## src/lsd_pkg.sv

```systemverilog
package lsd_pkg;

	// ----------------------------------------------------------------
	// Geometry
	// ----------------------------------------------------------------
	localparam int SEG_LINES       = 30;
	localparam int DOTS            = 60;
	localparam int NIBBLES         = 15;
	localparam int GROUPS          = 8;
	localparam int GROUP_DOTS      = 7;
	localparam int LAST_GROUP_DOTS = 4;
	localparam int SCAN_PINS       = 16;
	localparam int KEY_INPUTS      = 4;

	// Port group pin ranges (lowest pin of each)
	localparam int GRP_SCAN_LO = 0;
	localparam int GRP_C_LO    = 16;
	localparam int GRP_B_LO    = 22;
	localparam int GRP_A_LO    = 26;

	// ----------------------------------------------------------------
	// Register addresses and fields
	// ----------------------------------------------------------------
	localparam logic [6:0] RF_MODE_ADDR   = 7'h10;
	localparam logic [6:0] RF_PORT_ADDR   = 7'h11;
	localparam logic [7:0] PB_GROUP_BASE  = 8'h08;
	localparam logic [7:0] PB_GROUP_LAST  = 8'h0f;
	localparam logic [7:0] PB_SCAN_ADDR   = 8'h42;
	localparam int         MODE_DISP_BIT  = 0;
	localparam int         MODE_SCAN_BIT  = 1;
	localparam int         PSEL_SCAN_BIT  = 0;
	localparam int         PSEL_C_BIT     = 1;
	localparam int         PSEL_B_BIT     = 2;
	localparam int         PSEL_A_BIT     = 3;
	localparam logic [3:0] MODE_RESET     = 4'h0;
	localparam logic [3:0] PSEL_RESET     = 4'h0;
	localparam logic [15:0] SCAN_RESET    = 16'h0000;

	// ----------------------------------------------------------------
	// Timing
	// ----------------------------------------------------------------
	localparam int CLK_PERIOD_NS = 5;
	localparam int TICK_NS       = 1000;
	localparam int TICK_CYCLES   = TICK_NS / CLK_PERIOD_NS;
	localparam int SLOT_US       = 2000;
	localparam int SCAN_US       = 100;

	// ----------------------------------------------------------------
	// Common line drive levels
	// ----------------------------------------------------------------
	localparam logic [1:0] LVL_LOW  = 2'h0;
	localparam logic [1:0] LVL_MID  = 2'h1;
	localparam logic [1:0] LVL_HIGH = 2'h2;

	typedef enum logic [1:0] {
		LSD_OFF  = 2'b00,
		LSD_SCAN = 2'b01,
		LSD_DISP = 2'b10
	} lsd_fsm_e;

	typedef struct packed {
		logic       wr;
		logic       rd;
		logic [3:0] addr;
		logic [3:0] wdata;
	} lsd_dm_req_s;

	typedef struct packed {
		logic       wr;
		logic       rd;
		logic [6:0] addr;
		logic [3:0] wdata;
	} lsd_rf_req_s;

	typedef struct packed {
		logic        put;
		logic        get;
		logic [7:0]  addr;
		logic [15:0] wdata;
	} lsd_pb_req_s;

endpackage

```

## src/lsd_seg_mem.sv

```systemverilog
`timescale 1ns/1ps
module lsd_seg_mem
	import lsd_pkg::*;
(
	input  wire logic              ref_clk,
	input  wire logic              sys_rst,
	input  wire logic [DOTS-1:0]   wr_mask,
	input  wire logic [DOTS-1:0]   wr_bits,
	input  wire logic [3:0]        rd_idx,
	output logic      [3:0]        rd_nib,
	output logic      [DOTS-1:0]   bits
);

	typedef struct packed {
		logic [DOTS-1:0] bits;
		logic [3:0]      rd_nib;
	} lsd_mem_s;

	lsd_mem_s mem_reg;
	lsd_mem_s mem_next;

	always_comb
	begin
		mem_next      = mem_reg;
		mem_next.bits = (mem_reg.bits & ~wr_mask) | (wr_bits & wr_mask);
		if (int'(rd_idx) < NIBBLES)
		begin
			mem_next.rd_nib = mem_reg.bits[rd_idx*4 +: 4];
		end
		else
		begin
			mem_next.rd_nib = 4'h0;
		end
	end

	always_ff @(posedge ref_clk)
	begin
		if (sys_rst)
		begin
			mem_reg <= '0;
		end
		else
		begin
			mem_reg <= mem_next;
		end
	end

	assign rd_nib = mem_reg.rd_nib;
	assign bits   = mem_reg.bits;

endmodule

```

## src/lsd_driver.sv

```systemverilog
// Functional notes
// - Drive up to 60 dots, two commons
// - Each segment line controls two dots
// - Half duty, half bias drive waveform
// - Four independently switchable port groups
// - Lowest sixteen pins output key-scan signals
// - Memory bit one lights, zero darkens
// - Each nibble holds four dots
// - Segment memory plainly read and written
// - Group registers load only from buffer
// - Group write updates segment memory bits
// - Port pins drive their memory bit; scan-group port pins drive scan data
// - Commons low when display is off
// - Segments low when display is off, except pins of groups switched to port use
// - Mode register at 10H enables display
// - Mode register enables key-scan output
// - Port-select register at 11H picks use
// - Scan data register at 42H
// - Group writes carry seven or four dots
// - Group register reads return zero
`timescale 1ns/1ps
module lsd_driver
	import lsd_pkg::*;
#(
	parameter int unsigned SLOT_LEN_US = SLOT_US,
	parameter int unsigned SCAN_LEN_US = SCAN_US
)
(
	input  wire logic                  ref_clk,
	input  wire logic                  sys_rst,
	input  wire lsd_dm_req_s           dm_req,
	output logic      [3:0]            dm_rdata,
	input  wire lsd_rf_req_s           rf_req,
	output logic      [3:0]            rf_rdata,
	input  wire lsd_pb_req_s           pb_req,
	output logic      [15:0]           pb_rdata,
	input  wire logic [KEY_INPUTS-1:0] key_return_inputs,
	output logic      [KEY_INPUTS-1:0] key_sample,
	output logic                       key_sample_valid,
	output logic                       scan_active,
	output logic      [1:0]            common_line_low,
	output logic      [1:0]            common_line_high,
	output logic      [SEG_LINES-1:0]  segment_pins
);

	typedef struct packed {
		lsd_fsm_e              fsm;
		logic                  slot;
		logic                  polarity;
		logic [7:0]            tick_cnt;
		logic [15:0]           us_cnt;
		logic [3:0]            mode;
		logic [3:0]            port_sel;
		logic [15:0]           scan_data;
		logic [3:0]            rf_rdata;
		logic [15:0]           pb_rdata;
		logic [1:0]            com_low;
		logic [1:0]            com_high;
		logic [SEG_LINES-1:0]  seg;
		logic [KEY_INPUTS-1:0] key_meta;
		logic [KEY_INPUTS-1:0] key_sync;
		logic [KEY_INPUTS-1:0] key_sample;
		logic                  key_valid;
		logic                  scan_active;
	} lsd_state_s;

	lsd_state_s st_reg;
	lsd_state_s st_next;

	logic [DOTS-1:0] mem_bits;
	logic [DOTS-1:0] wr_mask;
	logic [DOTS-1:0] wr_bits;

	// ----------------------------------------------------------------
	// Decode helpers
	// ----------------------------------------------------------------
	// Port-select bit that governs a segment pin
	function automatic int pin_psel_bit(input int pin);
		if (pin >= GRP_A_LO)
		begin
			return PSEL_A_BIT;
		end
		else if (pin >= GRP_B_LO)
		begin
			return PSEL_B_BIT;
		end
		else if (pin >= GRP_C_LO)
		begin
			return PSEL_C_BIT;
		end
		return PSEL_SCAN_BIT;
	endfunction

	// Dot mask for a group register
	function automatic logic [DOTS-1:0] group_mask(input logic [2:0] grp);
		logic [DOTS-1:0] m;
		m = '0;
		for (int i = 0; i < GROUP_DOTS; i++)
		begin
			if ((grp != 3'(GROUPS - 1)) || (i < LAST_GROUP_DOTS))
			begin
				m[int'(grp) * GROUP_DOTS + i] = 1'b1;
			end
		end
		return m;
	endfunction

	function automatic logic is_group_addr(input logic [7:0] addr);
		return (addr >= PB_GROUP_BASE) && (addr <= PB_GROUP_LAST);
	endfunction

	// ----------------------------------------------------------------
	// Segment memory write path
	// ----------------------------------------------------------------
	always_comb
	begin
		logic [2:0] grp;
		logic [DOTS-1:0] gmask;
		grp     = 3'(pb_req.addr - PB_GROUP_BASE);
		gmask   = group_mask(grp);
		wr_mask = '0;
		wr_bits = '0;
		if (dm_req.wr && (int'(dm_req.addr) < NIBBLES))
		begin
			wr_mask[dm_req.addr*4 +: 4] = 4'hf;
			wr_bits[dm_req.addr*4 +: 4] = dm_req.wdata;
		end
		// Group transfer wins over a same-cycle nibble write
		if (pb_req.put && is_group_addr(pb_req.addr))
		begin
			wr_mask = (wr_mask & ~gmask) | gmask;
			wr_bits = (wr_bits & ~gmask)
				| (DOTS'(pb_req.wdata[GROUP_DOTS-1:0]) << (int'(grp) * GROUP_DOTS) & gmask);
		end
	end

	lsd_seg_mem u_seg_mem
	(
		.ref_clk (ref_clk),
		.sys_rst (sys_rst),
		.wr_mask (wr_mask),
		.wr_bits (wr_bits),
		.rd_idx  (dm_req.addr),
		.rd_nib  (dm_rdata),
		.bits    (mem_bits)
	);

	// ----------------------------------------------------------------
	// Next state
	// ----------------------------------------------------------------
	always_comb
	begin
		logic tick;
		logic disp_on;
		logic scan_on;
		logic slot_done;
		logic scan_done;
		logic dot;
		st_next = st_reg;
		dot     = 1'b0;
		tick    = (st_reg.tick_cnt == 8'(TICK_CYCLES - 1));
		disp_on = st_reg.mode[MODE_DISP_BIT];
		scan_on = st_reg.mode[MODE_SCAN_BIT];
		slot_done = tick && (st_reg.us_cnt == 16'(SLOT_LEN_US - 1));
		scan_done = tick && (st_reg.us_cnt == 16'(SCAN_LEN_US - 1));
		st_next.key_valid = 1'b0;

		// Key return synchroniser
		st_next.key_meta = key_return_inputs;
		st_next.key_sync = st_reg.key_meta;

		// Microsecond enable divider
		st_next.tick_cnt = tick ? 8'h00 : st_reg.tick_cnt + 8'h01;
		if (tick)
		begin
			st_next.us_cnt = st_reg.us_cnt + 16'h0001;
		end

		// Control file access
		if (rf_req.wr && (rf_req.addr == RF_MODE_ADDR))
		begin
			st_next.mode = rf_req.wdata;
		end
		if (rf_req.wr && (rf_req.addr == RF_PORT_ADDR))
		begin
			st_next.port_sel = rf_req.wdata;
		end
		if (rf_req.rd)
		begin
			unique case (rf_req.addr)
				RF_MODE_ADDR: st_next.rf_rdata = st_reg.mode;
				RF_PORT_ADDR: st_next.rf_rdata = st_reg.port_sel;
				default:      st_next.rf_rdata = 4'h0;
			endcase
		end

		// Peripheral transfers through the buffer
		if (pb_req.put && (pb_req.addr == PB_SCAN_ADDR))
		begin
			st_next.scan_data = pb_req.wdata;
		end
		if (pb_req.get)
		begin
			// Group registers give no data back
			st_next.pb_rdata = (pb_req.addr == PB_SCAN_ADDR) ? st_reg.scan_data : 16'h0000;
		end

		// ------------------------------------------------------------
		// Slot sequencer
		// ------------------------------------------------------------
		unique case (st_reg.fsm)
			LSD_OFF:
			begin
				if (disp_on)
				begin
					st_next.fsm    = scan_on ? LSD_SCAN : LSD_DISP;
					st_next.slot   = 1'b0;
					st_next.us_cnt = 16'h0000;
				end
			end
			LSD_SCAN:
			begin
				if (scan_done)
				begin
					st_next.fsm        = LSD_DISP;
					st_next.us_cnt     = 16'h0000;
					st_next.key_sample = st_reg.key_sync;
					st_next.key_valid  = 1'b1;
				end
			end
			LSD_DISP:
			begin
				if (slot_done)
				begin
					st_next.fsm    = scan_on ? LSD_SCAN : LSD_DISP;
					st_next.slot   = ~st_reg.slot;
					st_next.us_cnt = 16'h0000;
					if (st_reg.slot)
					begin
						st_next.polarity = ~st_reg.polarity;
					end
				end
			end
			default:
			begin
				st_next.fsm = LSD_OFF;
			end
		endcase
		if (!disp_on)
		begin
			st_next.fsm      = LSD_OFF;
			st_next.polarity = 1'b0;
		end

		// ------------------------------------------------------------
		// Pin drive
		// ------------------------------------------------------------
		st_next.scan_active = (st_reg.fsm == LSD_SCAN);
		if (st_reg.fsm == LSD_OFF)
		begin
			st_next.com_low  = LVL_LOW;
			st_next.com_high = LVL_LOW;
		end
		else if (st_reg.fsm == LSD_SCAN)
		begin
			st_next.com_low  = LVL_MID;
			st_next.com_high = LVL_MID;
		end
		else
		begin
			// Selected common swings, the other rests at mid level
			st_next.com_low  = st_reg.slot ? LVL_MID : (st_reg.polarity ? LVL_HIGH : LVL_LOW);
			st_next.com_high = st_reg.slot ? (st_reg.polarity ? LVL_HIGH : LVL_LOW) : LVL_MID;
		end
		for (int k = 0; k < SEG_LINES; k++)
		begin
			dot = mem_bits[2*k + int'(st_reg.slot)];
			if (st_reg.port_sel[pin_psel_bit(k)])
			begin
				st_next.seg[k] = (k < SCAN_PINS) ? st_reg.scan_data[k[3:0]] : mem_bits[2*k];
			end
			else if (st_reg.fsm == LSD_OFF)
			begin
				st_next.seg[k] = 1'b0;
			end
			else if ((st_reg.fsm == LSD_SCAN) && (k < SCAN_PINS))
			begin
				st_next.seg[k] = st_reg.scan_data[k[3:0]];
			end
			else
			begin
				// Lit dot opposes the selected common
				st_next.seg[k] = st_reg.polarity ^ dot;
			end
		end
	end

	always_ff @(posedge ref_clk)
	begin
		if (sys_rst)
		begin
			st_reg           <= '0;
			st_reg.fsm       <= LSD_OFF;
			st_reg.mode      <= MODE_RESET;
			st_reg.port_sel  <= PSEL_RESET;
			st_reg.scan_data <= SCAN_RESET;
			st_reg.com_low   <= LVL_LOW;
			st_reg.com_high  <= LVL_LOW;
		end
		else
		begin
			st_reg <= st_next;
		end
	end

	assign rf_rdata         = st_reg.rf_rdata;
	assign pb_rdata         = st_reg.pb_rdata;
	assign key_sample       = st_reg.key_sample;
	assign key_sample_valid = st_reg.key_valid;
	assign scan_active      = st_reg.scan_active;
	assign common_line_low  = st_reg.com_low;
	assign common_line_high = st_reg.com_high;
	assign segment_pins     = st_reg.seg;

endmodule

```

## config.mk

```make
export PLATFORM = sky130hd
export DESIGN_NAME = lsd_driver
export DESIGN_NICKNAME = d
export VERILOG_FILES = /design/src/lsd_pkg.sv /design/src/lsd_seg_mem.sv /design/src/lsd_driver.sv
export SDC_FILE = /design/constraint.sdc
export NUM_CORES = 1
export LEC_CHECK = 0
export BUFFER_PORTS_ARGS = -buffer_cell sky130_fd_sc_hd__buf_2
export CAP_MARGIN = 15
export CORE_UTILIZATION = 50
export CTS_BUF_LIST = sky130_fd_sc_hd__clkbuf_16
export CTS_CLUSTER_DIAMETER = 100
export DETAILED_ROUTE_END_ITERATION = 6
export PLACE_DENSITY_LB_ADDON = 0.3
export SLEW_MARGIN = 20
export SYNTH_ARGS = -nofsm -noshare
export SYNTH_HDL_FRONTEND = slang
export SYNTH_SLANG_ARGS = --single-unit
```

## constraint.sdc

```tcl
create_clock -name ref_clk -period 10.45 [get_ports ref_clk]
set_input_delay 0.5225 -clock ref_clk [delete_from_list [all_inputs] [get_ports ref_clk]]
set_output_delay 0.5225 -clock ref_clk [all_outputs]
set_load 0.02 [all_outputs]
```

# Yosys cells after proc, flatten, opt, wreduce, memory -nomap -nowiden
# Cells that the tools add are included.
[totals] register_bits=184 inputBits=55 wordCells=412
[op_classes] add_sub_neg=39 multipliers=1 n_lt_le_gt_ge=47 eq_ne=12 shifts=5 n_mux=205 bitwise=53 n_reduce_logical=28
[ops] op="bitwise OR 60 bit" count=9
[ops] op="AND 60 bit" count=7
[ops] op="2-to-1 mux 60 bit" count=7
[ops] op=">= comparator 32 x 1 -> 1 bit, second input constant" count=7
[ops] op="< comparator 32 x 8 -> 1 bit, second input constant" count=7
[ops] op="binary-select mux 1 bit (select 6 bit)" count=29
[ops] op="2-to-1 mux 1 bit" count=146
[ops] op="inverter 60 bit" count=2
[ops] op="adder 6 x 1 -> 7 bit, first input constant" count=14
[ops] op="< comparator 7 bit, second input constant" count=14
[ops] op="adder 32 x 4 -> 32 bit, second input constant" count=3
[ops] op="2-to-1 mux 16 bit" count=5
[ops] op="adder 32 x 3 -> 32 bit, second input constant" count=2
[ops] op="variable shift 4 x 34 -> 60 bit, first input constant" count=1
[ops] op="variable part select 4 x 34 -> 60 bit" count=1
[ops] op="variable part select 4 x 34 -> 60 bit, first input constant" count=1
[ops] op="variable part select 60 x 7 -> 4 bit" count=1
[ops] op="<< shifter 7 x 6 -> 60 bit" count=1
[ops] op="< comparator 6 x 7 -> 1 bit, second input constant" count=8
[ops] op="adder 5 x 1 -> 6 bit, first input constant" count=8
[ops] op="case mux 16 bit (3 select lines)" count=1
[ops] op="demux 1 bit (select 6 bit)" count=7
[ops] op="negator 6 -> 34 bit" count=1
[ops] op="adder 32 x 2 -> 32 bit, second input constant" count=1
[ops] op="39 further kinds" count=107

# Logic depth before layout (Yosys ltp)
[depth] word_depth=23 depth_mapped=16 depth_no_buf=13

# Modules after synthesis
# A second synthesis with hierarchy kept.
[unflattened] hier_cells=2025 area_unflattened_um2=14916.8
[by_module_without_submodules] module="lsd_driver" n_inst=1 cells_per_inst=1774 area_each_um2=12192.9 seq_area_each_um2=2402.3
[by_module_without_submodules] module="lsd_seg_mem" n_inst=1 cells_per_inst=251 area_each_um2=2723.9 seq_area_each_um2=1281.2

# Worst setup path before layout
# No wires, ideal clock.
[synth_path] path_type="in2reg" from="in pb_req[16] in the netlist's numbering" to="reg (tool-made name)" arrival_ns=4.049 required_time_ns=10.385 path_slack_ns=6.336 cell_stages=14 cell_sequence="fa_1 ha_1 fa_1 ha_1 buf_4 xor3_1 or3_1 a21oi_1 or2_2 clkbuf_1 a21boi_0 a41oi_1 mux2_2 nor2_1"
[synth_rtl] element="from (decl)" line="lsd_driver.sv:35" text="input wire lsd_pb_req_s pb_req,"

==> impl_metrics.ini <==
[run_status]
outcome = finished clean

[synthesis]
synth.area.top_cells = dfxtp_1 (26%), mux2i_1 (8.0%), nor2_1 (6.4%), a21oi_1 (3.9%), nand2_1 (3.6%)
synthesis.area_um2 = 14110
synth_common_cells = nor2_1 (239), dfxtp_1 (184), nand2_1 (136), mux2i_1 (113), a21oi_1 (110)
avgSynthCellArea_um2 = 7.696
synth_fp_nets = 1908
synth.area.mux_share_pct = 10.09
yosysTopAreaCell = dfxtp_1
yosys.area_share.simple_pct = 24.14
ys_types = 98
synth_flop_cell = dfxtp_1
yosysWarnings = 0
synthXorXnorAreaFrac_pct = 3.929
synthArstFlopShare_pct = 0
synth.top_cell.area_share_pct = 26.11
synth_compound_area_share_pct = 26.06
synth-edff-count = 0
synth-seq-area-share_pct = 26.11
synthAdderAreaFrac_pct = 1.934
yosysMostFrequentCell = nor2_1
synth_cells = 1833
synth_top_family_by_area = compound AO/OA/AOI/OAI gates
ys_ff_latch = 184

[routing]
drt_iter0_drc = 1975
num_vias = 15380
vias_per_cell = 7.007
drt-wirelength-per-cell_um = 29.02
drt-total-wl_um = 63700
drc = 0
drt_first_pass_iters = 7
ant_nets = 0

[worst_setup_path]
crit-reg2reg-launch = st_reg[108]$_SDFF_PP0_
reg2reg_to = st_reg[94]$_SDFF_PP0_
rr_worst_depth = 9
arrival_ps = 6380
path_class = in2reg
crit_path_end_kind = flip-flop
r2r_slack_ps = 7560
cp_max_fo = 42
cp-start-kind = input port
cp.required_ps = 10820

[sta]
drv_slew = 0
tns_ps = 0
skew_ps = 8.929
rsz0062_at_grt = no
worstMarginPinSlew_ps = 1203
fin_crit_ps = 6016
max_freq_mhz = 166.2
post-route-period-util_pct = 57.57
hold_viol = 0
hold_ws_ps = 284.4
relSlewSlack_pct = 19.48
setup_viol = 0

[grt]
antenna_found_initial = 1
overflow = 0
grt_start_max_net_pins = 89
grt_usage_pct = 43.51
grt_pass1_wl_um = 92450
grt_pass1_vias = 14020

[final_layout]
final_nets = 1878
multiInputGateArea_um2 = 9345
fin_util_pct = 53.98
final_area_um2 = 15000
drive_gt1_share_pct = 13.05
areaGrowthSynthToFinish_pct = 6.306
final-seq-area_um2 = 3684
fillCellCount = 2644

[clock_tree]
holdBufCountCts = 0
clock_path_buffers = 2
cts_tree = yes
cts_buffers = 17
cts_max_level = 4
cts-root-buf = clkbuf_16
cts.reportedPaths.clkPinSlew_ps = 70
cts_sinks = 184
cts_setup_buffers = 0
clk_latency_ps = 460
cts_resized = 0

[hold_path]
holdPathStages = 2
worstHoldStart = key_return_inputs[1]
min_to = st_next[7]$_SDFF_PP0_
hp-class = in2reg

[place]
gp_congestion = 1.070
place_area_um2 = 14350
port_buffers = 117
post-dp-hpwl_um = 46650

[pwr]
p_leak_nw = 5.633
powerDensity_nw_per_um2 = 145.9
peakVddDrop_mv = 0.1089
total_power_mw = 2.189

[floorplanning]
rows = 61
dieArea_um2 = 28890
fp.dieW_um = 170.0
core_area_um2 = 27780
pin_count = 119
initial_core_util_pct = 50.77
die_h_um = 170.0

[job]
cap_violations = 0
## cell type report
cell class	count	share of cell area, %
multi-input cells	1439	62.32
diodes	1	0.01669
clock inverters	15	1.435
repair buffers	143	5.223
inverters	18	0.4506
flip-flops and latches	184	24.56
clock buffers	17	2.837
well taps	378	3.154
## metal layers
layer / part of all wire, % / global-route usage, % / routed length [µm]
met1: 38 / 52.06 / 24060
met2: 44 / 68.03 / 27760
met3: 9.5 / 8.721 / 6039
met4: 9.2 / 34.70 / 5832
met5: 0 / 0 / 0
## metrics by stage
| stage | worst slack [ps] | instances |
|---|---|---|
| after floorplan | 6336 | 1833 |
| after global placement | 4232 | 2162 |
| after detailed placement | 4213 | 2162 |
| after CTS | 4658 | 2194 |
| after global routing | 4393 | 2195 |
| final | 4434 | 2195 |
## cell families after synthesis
family / Yosys count
DFF: 184
muxes: 135
buffers and inverters: 210
AOI/OAI and AO/OA: 516
adders and majority gates: 20
and+or+nand+nor: 712
xor gates and xnor gates: 56
## worst max-delay path, cell delays in order
cell and delay [ps]:
buf_2 70, buf_4 390, fa_1 490, ha_1 260
fa_1 500, buf_4 400, ha_1 770, xor3_1 560
or3_1 240, a21oi_1 90, a21oi_1 720, o221ai_1 350
a211oi_1 720, o211ai_1 150, o31ai_1 110
## power breakdown
part / switching [mW] / internal, mW / leakage [nW]
registers: 0.00388 / 0.706 / 1.48
logic: 0.594 / 0.179 / 3.85
clock network: 0.300 / 0.406 / 0.297
total: 0.898 / 1.29 / 5.63
## cells in the final DEF (no fill, tap or decap), drive strengths merged, types with 44 or more instances in the layout
| master | Yosys | routed |
|---|---|---|
| a22oi | 64 | 64 |
| mux2i | 113 | 113 |
| nor2 | 241 | 241 |
| buf | 110 | 143 |
| nand3 | 83 | 83 |
| dfxtp | 184 | 184 |
| a21oi | 115 | 115 |
| o21ai | 73 | 73 |
| xnor2 | 44 | 44 |
| nand2 | 137 | 137 |
| nor3 | 70 | 70 |
## worst max-delay path by stage
stage / slack, ps / cells after the start / end / start
2_1_floorplan: 6340 / 14 / flip-flop / pb_req[16]
3_3_place_gp: 4230 / 15 / flip-flop / pb_req[16]
3_5_place_dp: 4210 / 15 / flip-flop / pb_req[16]
4_1_cts: 4660 / 15 / flip-flop / pb_req[16]
5_1_grt: 4390 / 16 / flip-flop / pb_req[16]
6_report: 4430 / 15 / flip-flop / pb_req[16]
Power figures use the tool's default switching activity.
